**config.mk**
```make
export PLATFORM = sky130hd
export DESIGN_NAME = cpr_collision_page_regs
export DESIGN_NICKNAME = d
export VERILOG_FILES = /design/src/common/cpr_pkg.sv /design/src/core/cpr_collision_page_regs.sv
export VERILOG_INCLUDE_DIRS = /design/src /design/src/common
export SDC_FILE = /design/constraint.sdc
export NUM_CORES = 1
export LEC_CHECK = 0
export BUFFER_PORTS_ARGS = -buffer_cell sky130_fd_sc_hd__buf_2
export CAP_MARGIN = 15
export CELL_PAD_IN_SITES_DETAIL_PLACEMENT = 1
export CELL_PAD_IN_SITES_GLOBAL_PLACEMENT = 1
export CORE_ASPECT_RATIO = 1.4
export CORE_MARGIN = 1
export CORE_UTILIZATION = 42
export DETAILED_ROUTE_END_ITERATION = 10
export GPL_ROUTABILITY_DRIVEN = 0
export GPL_TIMING_DRIVEN = 0
export PLACE_DENSITY_LB_ADDON = 0.12
export SYNTH_ARGS = -nofsm -noshare
export SYNTH_HDL_FRONTEND = slang
export SYNTH_SLANG_ARGS = --single-unit
```
**constraint.sdc**
```tcl
create_clock -name mclk_in -period 2.5 [get_ports mclk_in]
set_clock_uncertainty 0.15 [all_clocks]
set_input_delay 0.5 -clock mclk_in [delete_from_list [all_inputs] [get_ports mclk_in]]
set_output_delay 0.5 -clock mclk_in [all_outputs]
set_load 0.02 [all_outputs]
```
**src/common/cpr_defs.svh**
```systemverilog
// Purpose: Offsets, field positions, reset values of the collision and page registers.
// Assumes: Six-bit register addresses and eight-bit data.
// Notes:   Definitions only.
`ifndef CPR_DEFS_SVH
`define CPR_DEFS_SVH
`define CPR_ADDR_COLLISION_STATUS  6'h0E
`define CPR_ADDR_PAGE_SELECT       6'h10
`define CPR_ADDR_MODE_CONFIG       6'h11
`define CPR_RESET_PAGE_SELECT      8'h00
`define CPR_RESET_MODE_CONFIG      8'h3B
`define CPR_COLL_KEEP_BIT          7
`define CPR_COLL_INVALID_BIT       5
`define CPR_PAGE_OVERRIDE_BIT      7
`define CPR_POS_MAX                6'h20
`endif

```
**src/common/cpr_pkg.sv**
```systemverilog
// Purpose: Types shared by the collision and page register bank.
// Assumes: Nothing beyond the defs header.
// Notes:   Types only.
`default_nettype none
package cpr_pkg;
    typedef enum logic [1:0] {
        CPR_IDLE = 2'h0,
        CPR_RECV = 2'h1,
        CPR_DONE = 2'h3
    } cpr_state_type;

    typedef struct packed {
        cpr_state_type state;
        logic          keep_bits_after_collision;
        logic          collision_position_invalid;
        logic          collision_seen;
        logic [4:0]    first_collision_position;
        logic [5:0]    bit_count;
        logic          page_override_enable;
        logic [1:0]    page_number;
        logic [7:0]    mode_config;
        logic [7:0]    rdata;
        logic [5:0]    reg_addr;
        logic          rx_bit;
        logic          rx_bit_valid;
    } cpr_regs_type;
endpackage
`default_nettype wire

```
**src/core/cpr_collision_page_regs.sv**
```systemverilog
// Purpose: Collision status, register page and mode configuration registers.
// Assumes: Host accesses and receiver strobes are synchronous to mclk_in.
// Notes:   Read data is registered and appears one cycle after rd_en_in.
//
// Summary of operation
// - Keep bit zero clears every received data bit after the first collision.
// - Invalid flag set when no collision seen or position out of range.
// - Read-only five-bit field holds first collision position, data bits only.
// - Position 01h is first bit, 08h eighth, 00h thirty-second.
// - Collision status at 0Eh resets to 101XXXXXb; only bit 7 writable.
// - Page override set makes page number supply address bits A5 and A4.
// - Page override clear takes the whole address from the latch.
// - Page number in bits 1 to 0, ignored unless override is set.
// - Page register at 10h resets to 00h; bits 6 to 2 read zero.
// - Mode configuration at 11h resets to 3Bh, fully read and write.
`include "cpr_defs.svh"
`default_nettype none
module cpr_collision_page_regs (
    input  wire logic       mclk_in,
    input  wire logic       arst_n_in,
    input  wire logic [5:0] addr_latch_in,
    input  wire logic [3:0] addr_pins_in,
    input  wire logic       wr_en_in,
    input  wire logic       rd_en_in,
    input  wire logic [7:0] wdata_in,
    input  wire logic       rx_start_in,
    input  wire logic       rx_end_in,
    input  wire logic       rx_bit_valid_in,
    input  wire logic       rx_bit_in,
    input  wire logic       rx_collision_in,
    output var  logic [7:0] rdata_out,
    output var  logic [5:0] reg_addr_out,
    output var  logic       rx_bit_out,
    output var  logic       rx_bit_valid_out,
    output var  logic [7:0] mode_config_out
);
    cpr_pkg::cpr_regs_type r_reg;
    cpr_pkg::cpr_regs_type r_next;
    logic [5:0]            addr_comb;
    logic                  collided;

    // ****************************************
    // Address forming
    // ****************************************
    always_comb begin
        if (r_reg.page_override_enable) begin
            addr_comb = {r_reg.page_number, addr_pins_in};
        end else begin
            addr_comb = addr_latch_in;
        end
    end

    // A collision already recorded in this frame means the position is held.
    // The seen flag is kept apart from the invalid flag: a collision beyond the
    // representable range leaves the position invalid but must still clear later bits.
    assign collided = (r_reg.state == cpr_pkg::CPR_RECV) && r_reg.collision_seen;

    // ****************************************
    // Next state
    // ****************************************
    always_comb begin
        r_next = r_reg;
        r_next.reg_addr = addr_comb;
        r_next.rx_bit_valid = 1'b0;
        if (wr_en_in && addr_comb == `CPR_ADDR_MODE_CONFIG) begin
            r_next.mode_config = wdata_in;
        end
        if (wr_en_in && addr_comb == `CPR_ADDR_PAGE_SELECT) begin
            r_next.page_override_enable = wdata_in[`CPR_PAGE_OVERRIDE_BIT];
            r_next.page_number = wdata_in[1:0];
        end
        if (wr_en_in && addr_comb == `CPR_ADDR_COLLISION_STATUS) begin
            r_next.keep_bits_after_collision = wdata_in[`CPR_COLL_KEEP_BIT];
        end
        unique case (r_reg.state)
            cpr_pkg::CPR_IDLE,
            cpr_pkg::CPR_DONE: begin
                if (rx_start_in) begin
                    r_next.state = cpr_pkg::CPR_RECV;
                    r_next.collision_position_invalid = 1'b1;
                    r_next.collision_seen = 1'b0;
                    r_next.first_collision_position = 5'h00;
                    r_next.bit_count = 6'h00;
                end
            end
            cpr_pkg::CPR_RECV: begin
                if (rx_bit_valid_in) begin
                    r_next.rx_bit_valid = 1'b1;
                    r_next.rx_bit = rx_bit_in;
                    if (r_reg.bit_count != 6'h3F) begin
                        r_next.bit_count = r_reg.bit_count + 6'h01;
                    end
                    if (collided && !r_reg.keep_bits_after_collision) begin
                        r_next.rx_bit = 1'b0;
                    end
                    if (rx_collision_in && !r_reg.collision_seen) begin
                        r_next.collision_seen = 1'b1;
                        if (r_reg.bit_count < `CPR_POS_MAX) begin
                            r_next.collision_position_invalid = 1'b0;
                            r_next.first_collision_position = 5'(r_reg.bit_count + 6'h01);
                        end
                    end
                end
                if (rx_end_in) begin
                    r_next.state = cpr_pkg::CPR_DONE;
                end
            end
            default: begin
                r_next.state = cpr_pkg::CPR_IDLE;
            end
        endcase
        if (rd_en_in) begin
            unique case (addr_comb)
                `CPR_ADDR_COLLISION_STATUS:
                    r_next.rdata = {r_reg.keep_bits_after_collision, 1'b0,
                                    r_reg.collision_position_invalid,
                                    r_reg.first_collision_position};
                `CPR_ADDR_PAGE_SELECT:
                    r_next.rdata = {r_reg.page_override_enable, 5'h00, r_reg.page_number};
                `CPR_ADDR_MODE_CONFIG:
                    r_next.rdata = r_reg.mode_config;
                default:
                    r_next.rdata = 8'h00;
            endcase
        end
    end

    // ****************************************
    // State register
    // ****************************************
    always_ff @(posedge mclk_in or negedge arst_n_in) begin
        if (!arst_n_in) begin
            r_reg.state <= cpr_pkg::CPR_IDLE;
            r_reg.keep_bits_after_collision <= 1'b1;
            r_reg.collision_position_invalid <= 1'b1;
            r_reg.collision_seen <= 1'b0;
            r_reg.first_collision_position <= 5'h00;
            r_reg.bit_count <= 6'h00;
            {r_reg.page_override_enable, r_reg.page_number} <= 3'h0;
            r_reg.mode_config <= `CPR_RESET_MODE_CONFIG;
            r_reg.rdata <= 8'h00;
            r_reg.reg_addr <= 6'h00;
            r_reg.rx_bit <= 1'b0;
            r_reg.rx_bit_valid <= 1'b0;
        end else begin
            r_reg <= r_next;
        end
    end

    assign rdata_out = r_reg.rdata;
    assign reg_addr_out = r_reg.reg_addr;
    assign rx_bit_out = r_reg.rx_bit;
    assign rx_bit_valid_out = r_reg.rx_bit_valid;
    assign mode_config_out = r_reg.mode_config;

    // ****************************************
    // Assertions
    // ****************************************
    property p_clear_after_coll;
        @(posedge mclk_in) disable iff (!arst_n_in)
        (collided && !r_reg.keep_bits_after_collision && rx_bit_valid_in)
            |=> (rx_bit_valid_out && !rx_bit_out);
    endproperty
    a_clear_after_coll: assert property (p_clear_after_coll)
        else $error("bit after collision not cleared");

    property p_invalid_on_start;
        @(posedge mclk_in) disable iff (!arst_n_in)
        (r_reg.state != cpr_pkg::CPR_RECV && rx_start_in)
            |=> r_reg.collision_position_invalid;
    endproperty
    a_invalid_on_start: assert property (p_invalid_on_start)
        else $error("invalid flag not set at reception start");

    property p_pos_encode;
        @(posedge mclk_in) disable iff (!arst_n_in)
        (r_reg.state == cpr_pkg::CPR_RECV && rx_bit_valid_in && rx_collision_in
         && r_reg.collision_position_invalid && r_reg.bit_count < 6'h20)
            |=> (r_reg.first_collision_position == 5'($past(r_reg.bit_count) + 6'h01))
                && !r_reg.collision_position_invalid;
    endproperty
    a_pos_encode: assert property (p_pos_encode)
        else $error("collision position wrongly encoded");

    property p_out_of_range;
        @(posedge mclk_in) disable iff (!arst_n_in)
        (r_reg.state == cpr_pkg::CPR_RECV && r_reg.collision_position_invalid
         && r_reg.bit_count >= 6'h20 && !rx_start_in) |=> r_reg.collision_position_invalid;
    endproperty
    a_out_of_range: assert property (p_out_of_range)
        else $error("out of range collision marked valid");

    property p_first_only;
        @(posedge mclk_in) disable iff (!arst_n_in)
        (collided && !rx_end_in) |=> $stable(r_reg.first_collision_position);
    endproperty
    a_first_only: assert property (p_first_only)
        else $error("later collision overwrote position");

    property p_page_addr;
        @(posedge mclk_in) disable iff (!arst_n_in)
        r_reg.page_override_enable
            |=> reg_addr_out == {$past(r_reg.page_number), $past(addr_pins_in)};
    endproperty
    a_page_addr: assert property (p_page_addr)
        else $error("page number not used as A5 A4");

    property p_latch_addr;
        @(posedge mclk_in) disable iff (!arst_n_in)
        !r_reg.page_override_enable |=> reg_addr_out == $past(addr_latch_in);
    endproperty
    a_latch_addr: assert property (p_latch_addr)
        else $error("latch address not used");

    property p_page_read;
        @(posedge mclk_in) disable iff (!arst_n_in)
        (rd_en_in && addr_comb == `CPR_ADDR_PAGE_SELECT) |=> rdata_out[6:2] == 5'h00;
    endproperty
    a_page_read: assert property (p_page_read)
        else $error("page reserved bits not zero");

    property p_coll_ro;
        @(posedge mclk_in) disable iff (!arst_n_in)
        (wr_en_in && addr_comb == `CPR_ADDR_COLLISION_STATUS && r_reg.state == cpr_pkg::CPR_DONE
         && !rx_start_in) |=> $stable(r_reg.first_collision_position);
    endproperty
    a_coll_ro: assert property (p_coll_ro)
        else $error("read-only field changed by write");

    property p_mode_rw;
        @(posedge mclk_in) disable iff (!arst_n_in)
        (wr_en_in && addr_comb == `CPR_ADDR_MODE_CONFIG) |=> mode_config_out == $past(wdata_in);
    endproperty
    a_mode_rw: assert property (p_mode_rw)
        else $error("mode config write lost");

    property p_mode_read;
        @(posedge mclk_in) disable iff (!arst_n_in)
        (rd_en_in && addr_comb == `CPR_ADDR_MODE_CONFIG)
            |=> rdata_out == $past(r_reg.mode_config);
    endproperty
    a_mode_read: assert property (p_mode_read)
        else $error("mode config read wrong");

    property p_none_invalid;
        @(posedge mclk_in) disable iff (!arst_n_in)
        !r_reg.collision_seen |-> r_reg.collision_position_invalid;
    endproperty
    a_none_invalid: assert property (p_none_invalid)
        else $error("invalid flag clear without a collision");

    property p_keep_write;
        @(posedge mclk_in) disable iff (!arst_n_in)
        (wr_en_in && addr_comb == `CPR_ADDR_COLLISION_STATUS)
            |=> r_reg.keep_bits_after_collision == $past(wdata_in[7]);
    endproperty
    a_keep_write: assert property (p_keep_write)
        else $error("keep bit write lost");

    property p_page_write;
        @(posedge mclk_in) disable iff (!arst_n_in)
        (wr_en_in && addr_comb == `CPR_ADDR_PAGE_SELECT)
            |=> {r_reg.page_override_enable, r_reg.page_number}
                == {$past(wdata_in[7]), $past(wdata_in[1:0])};
    endproperty
    a_page_write: assert property (p_page_write)
        else $error("page register write lost");

    property p_coll_read;
        @(posedge mclk_in) disable iff (!arst_n_in)
        (rd_en_in && addr_comb == `CPR_ADDR_COLLISION_STATUS)
            |=> rdata_out == {$past(r_reg.keep_bits_after_collision), 1'b0,
                              $past(r_reg.collision_position_invalid),
                              $past(r_reg.first_collision_position)};
    endproperty
    a_coll_read: assert property (p_coll_read)
        else $error("collision status read wrong");

    c_collision: cover property (@(posedge mclk_in) disable iff (!arst_n_in)
        $fell(r_reg.collision_position_invalid));
    c_page_on: cover property (@(posedge mclk_in) disable iff (!arst_n_in)
        $rose(r_reg.page_override_enable));
    c_frame_done: cover property (@(posedge mclk_in) disable iff (!arst_n_in)
        r_reg.state == cpr_pkg::CPR_DONE);
    c_far_collision: cover property (@(posedge mclk_in) disable iff (!arst_n_in)
        r_reg.collision_seen && r_reg.collision_position_invalid);
    c_bit_cleared: cover property (@(posedge mclk_in) disable iff (!arst_n_in)
        collided && !r_reg.keep_bits_after_collision && rx_bit_valid_in);
endmodule
`default_nettype wire

```
==> results.py <==
metrics = {
    "status": {
        "status": "finished clean",
    },
    "worst_setup_path": {
        "cp-end-kind": "register",
        "crit_arrival_ps": 2410,
        "cp-start-kind": "register",
        "worstPathMaxFanout": 9,
        "crit_type": "register to register",
        "required_ps": 2530,
    },
    "sta": {
        "final-setup-viol-count": 0,
        "period_share_pct": 95.1,
        "max_clock_freq_ghz": 0.421,
        "rsz0062_at_grt": "false",
        "finalCriticalPeriod_ps": 2380,
        "relSlewSlack_pct": 35.6,
        "slew_viol_final": 0,
        "hold_viol": 0,
        "tns_ps": 0,
        "holdWs_ps": 198,
        "worst_pin_slew_ps": 965,
    },
    "synthesis": {
        "ys_ff_latch": 43,
        "synth_fp_nets": 232,
        "syn_area_um2": 2270,
        "synth-edff-count": 0,
        "synth_ff_type": "dfrtp_1",
        "synth-seq-area-share_pct": 47.7,
        "ys.warnings.count": 0,
        "syn_area_per_cell_um2": 11.3,
        "synthArstFlopShare_pct": 100,
        "syn_inst": 201,
        "synthTopCellsByArea": "dfrtp_1, mux2_2, dfstp_2",
        "synth_largest_area_cell": "dfrtp_1",
        "synth_top_area_share_pct": 39.6,
        "ys_types": 40,
    },
    "clock_tree": {
        "clk_latency_ps": 300,
        "post_cts_buffers": 0,
        "cts_max_level": 2,
        "clkTransAtPathRegs_ps": 90,
        "cts_tree": "yes",
        "cts_root_buffer": "clkbuf_8",
        "clockBufferDepth": 2,
        "cts_num_sinks": 43,
        "numCtsBuffers": 5,
    },
    "pwr": {
        "power_leakage_nw": 1.36,
        "p_clk_share_pct": 28.3,
        "pwr-share-seq_pct": 41.3,
        "ir_drop_mv": 0.446,
        "switching_share_pct": 30.5,
        "p_per_area_nw_per_um2": 813,
        "intPower_w": 0.00155,
        "switchingPower_w": 0.000680,
        "p_comb_share_pct": 30.4,
    },
    "finish": {
        "diodes": 0,
        "utilization_pct": 52.8,
        "layout_common_cells": "buf_2, dfrtp_1, buf_4, mux2_2, nand2_1",
        "area_growth_pct": 20.8,
        "drive_gt1_share_pct": 46.3,
        "layout.nets": 289,
        "largest_reg_flops": 19,
        "final_common_cell": "buf_2",
    },
    "floorplanning": {
        "dieWidth_um": 64.2,
        "die_y_um": 89.0,
        "core_um2": 5200,
        "dieArea_um2": 5710,
        "rows": 31,
        "start_util_pct": 43.7,
        "pin_count": 51,
    },
    "detailed_routing": {
        "drt_iter0_markers": 29,
        "drt_pass1_iterations": 2,
        "wire_per_inst_um": 14.7,
        "vias": 1660,
        "viasPerCell": 5.11,
        "ant_nets": 0,
        "routed_wirelength_um": 4780,
        "drcViolationCount": 0,
    },
    "placed_design": {
        "io_buffers": 50,
        "hpwl_um": 3650,
    },
    "global_routing": {
        "antenna_found_initial": 0,
        "gr-total-overflow": 0,
        "grt_max_degree": 44,
        "track_usage_pct": 18.7,
        "grt_first_pass_wirelength_um": 8200,
        "grt_pass1_vias": 1736,
    },
    "job": {
        "max_cap_viol_count": 0,
    },
    "hold_path": {
        "worstHoldPathType": "input pin to asynchronous set/reset pin",
    },
}
timing repair:
action                     in CTS  in global routing
hold buffers                    0                  0
setup endpoints to repair       0                  4
gates resized for setup         0                  1
critical path, stage by stage (launching register included):
cell     delay (ps)
dfrtp_1         380
inv_1           100
ha_1            150
buf_4           150
inv_1           130
or4_1           600
a21oi_4         250
mux2_2          360
metal layers:
layer / global-route usage [%] / routed length [µm] / vias to the layer above
li1: - / - / 810
met1: 21.7 / 2010 / 814
met2: 34.9 / 2570 / 30
met3: 3.19 / 129 / 6
met4: 6.06 / 66 / 0
met5: 0 / 0 / -
worst paths after layout:
| path | startpoint | slack, ps | depth (start not counted) | to |
|---|---|---|---|---|
| worst max register to register | r_reg[42] | 120 | 7 | r_reg[33] |
| worst min register to register | rx_bit_out | 340 | 2 | rx_bit_out |
| worst max-delay path | r_reg[42] | 120 | 7 | r_reg[33] |
| min in group mclk_in | wdata_in[2] | 290 | 2 | mode_config_out[2] |
| max in group asynchronous | arst_n_in | 1390 | 1 | r_reg[25] |
| worst min-delay path | arst_n_in | 200 | 1 | reg_addr_out[4] |
per-stage QoR:
stage	setup WS, ps	std cells	power [W]	instance area (µm²)
3_5_place_dp	28.0	317	0.00161	2610
4_1_cts	33.2	325	0.00226	2740
6_report	122	325	0.00223	2750
3_3_place_gp	74.0	317	0.00159	2610
2_1_floorplan	277	201	0.00141	2270
5_1_grt	3.56	325	0.00237	2750
area by class of cell:
cell class | count | area (µm²)
Fill cell | 596 | 2450
Sequential cell | 43 | 1080
Buffer | 27 | 219
Multi-Input combinational cell | 120 | 935
Timing Repair Buffer | 50 | 250
Clock inverter | 2 | 60.1
Tap cell | 66 | 82.6
Clock buffer | 6 | 72.6
Inverter | 11 | 41.3
kinds of logic (layout without fill, tap and decap cells):
| kind of cell | count (synthesis) | in the layout | synth area share (%) |
|---|---|---|---|
| muxes | 26 | 26 | 12.7 |
| xor gates and xnor gates | 2 | 2 | 0.771 |
| and+or+nand+nor | 48 | 48 | 11.6 |
| adders and majority gates | 4 | 4 | 2.20 |
| AOI/OAI and AO/OA | 40 | 40 | 13.5 |
| DFF | 43 | 43 | 47.7 |
| buffers and inverters | 38 | 96 | 11.5 |
power by group through the flow:
stage          Sequential, W  Clock [W]  Combinational (W)
2_1_floorplan       0.000924          0           0.000484
3_3_place_gp        0.000930          0           0.000659
3_5_place_dp        0.000936          0           0.000677
4_1_cts             0.000923   0.000658           0.000680
5_1_grt             0.000936   0.000688           0.000750
6_report            0.000921   0.000632           0.000677
cell usage after synthesis, types with 3 or more instances:
cell and number:
a211o_1 3, a211oi_1 3, a21oi_1 9, a221o_1 5, buf_4 23, buf_6 3, dfrtp_1 36, dfstp_2 7
ha_1 4, inv_1 11, mux2_2 22, mux2i_1 4, nand2_1 16, nand2b_1 3, nand3_1 5, nor2_1 4
nor2b_1 3, o21ai_0 9
Note: power is estimated with default switching activity, not from simulation.
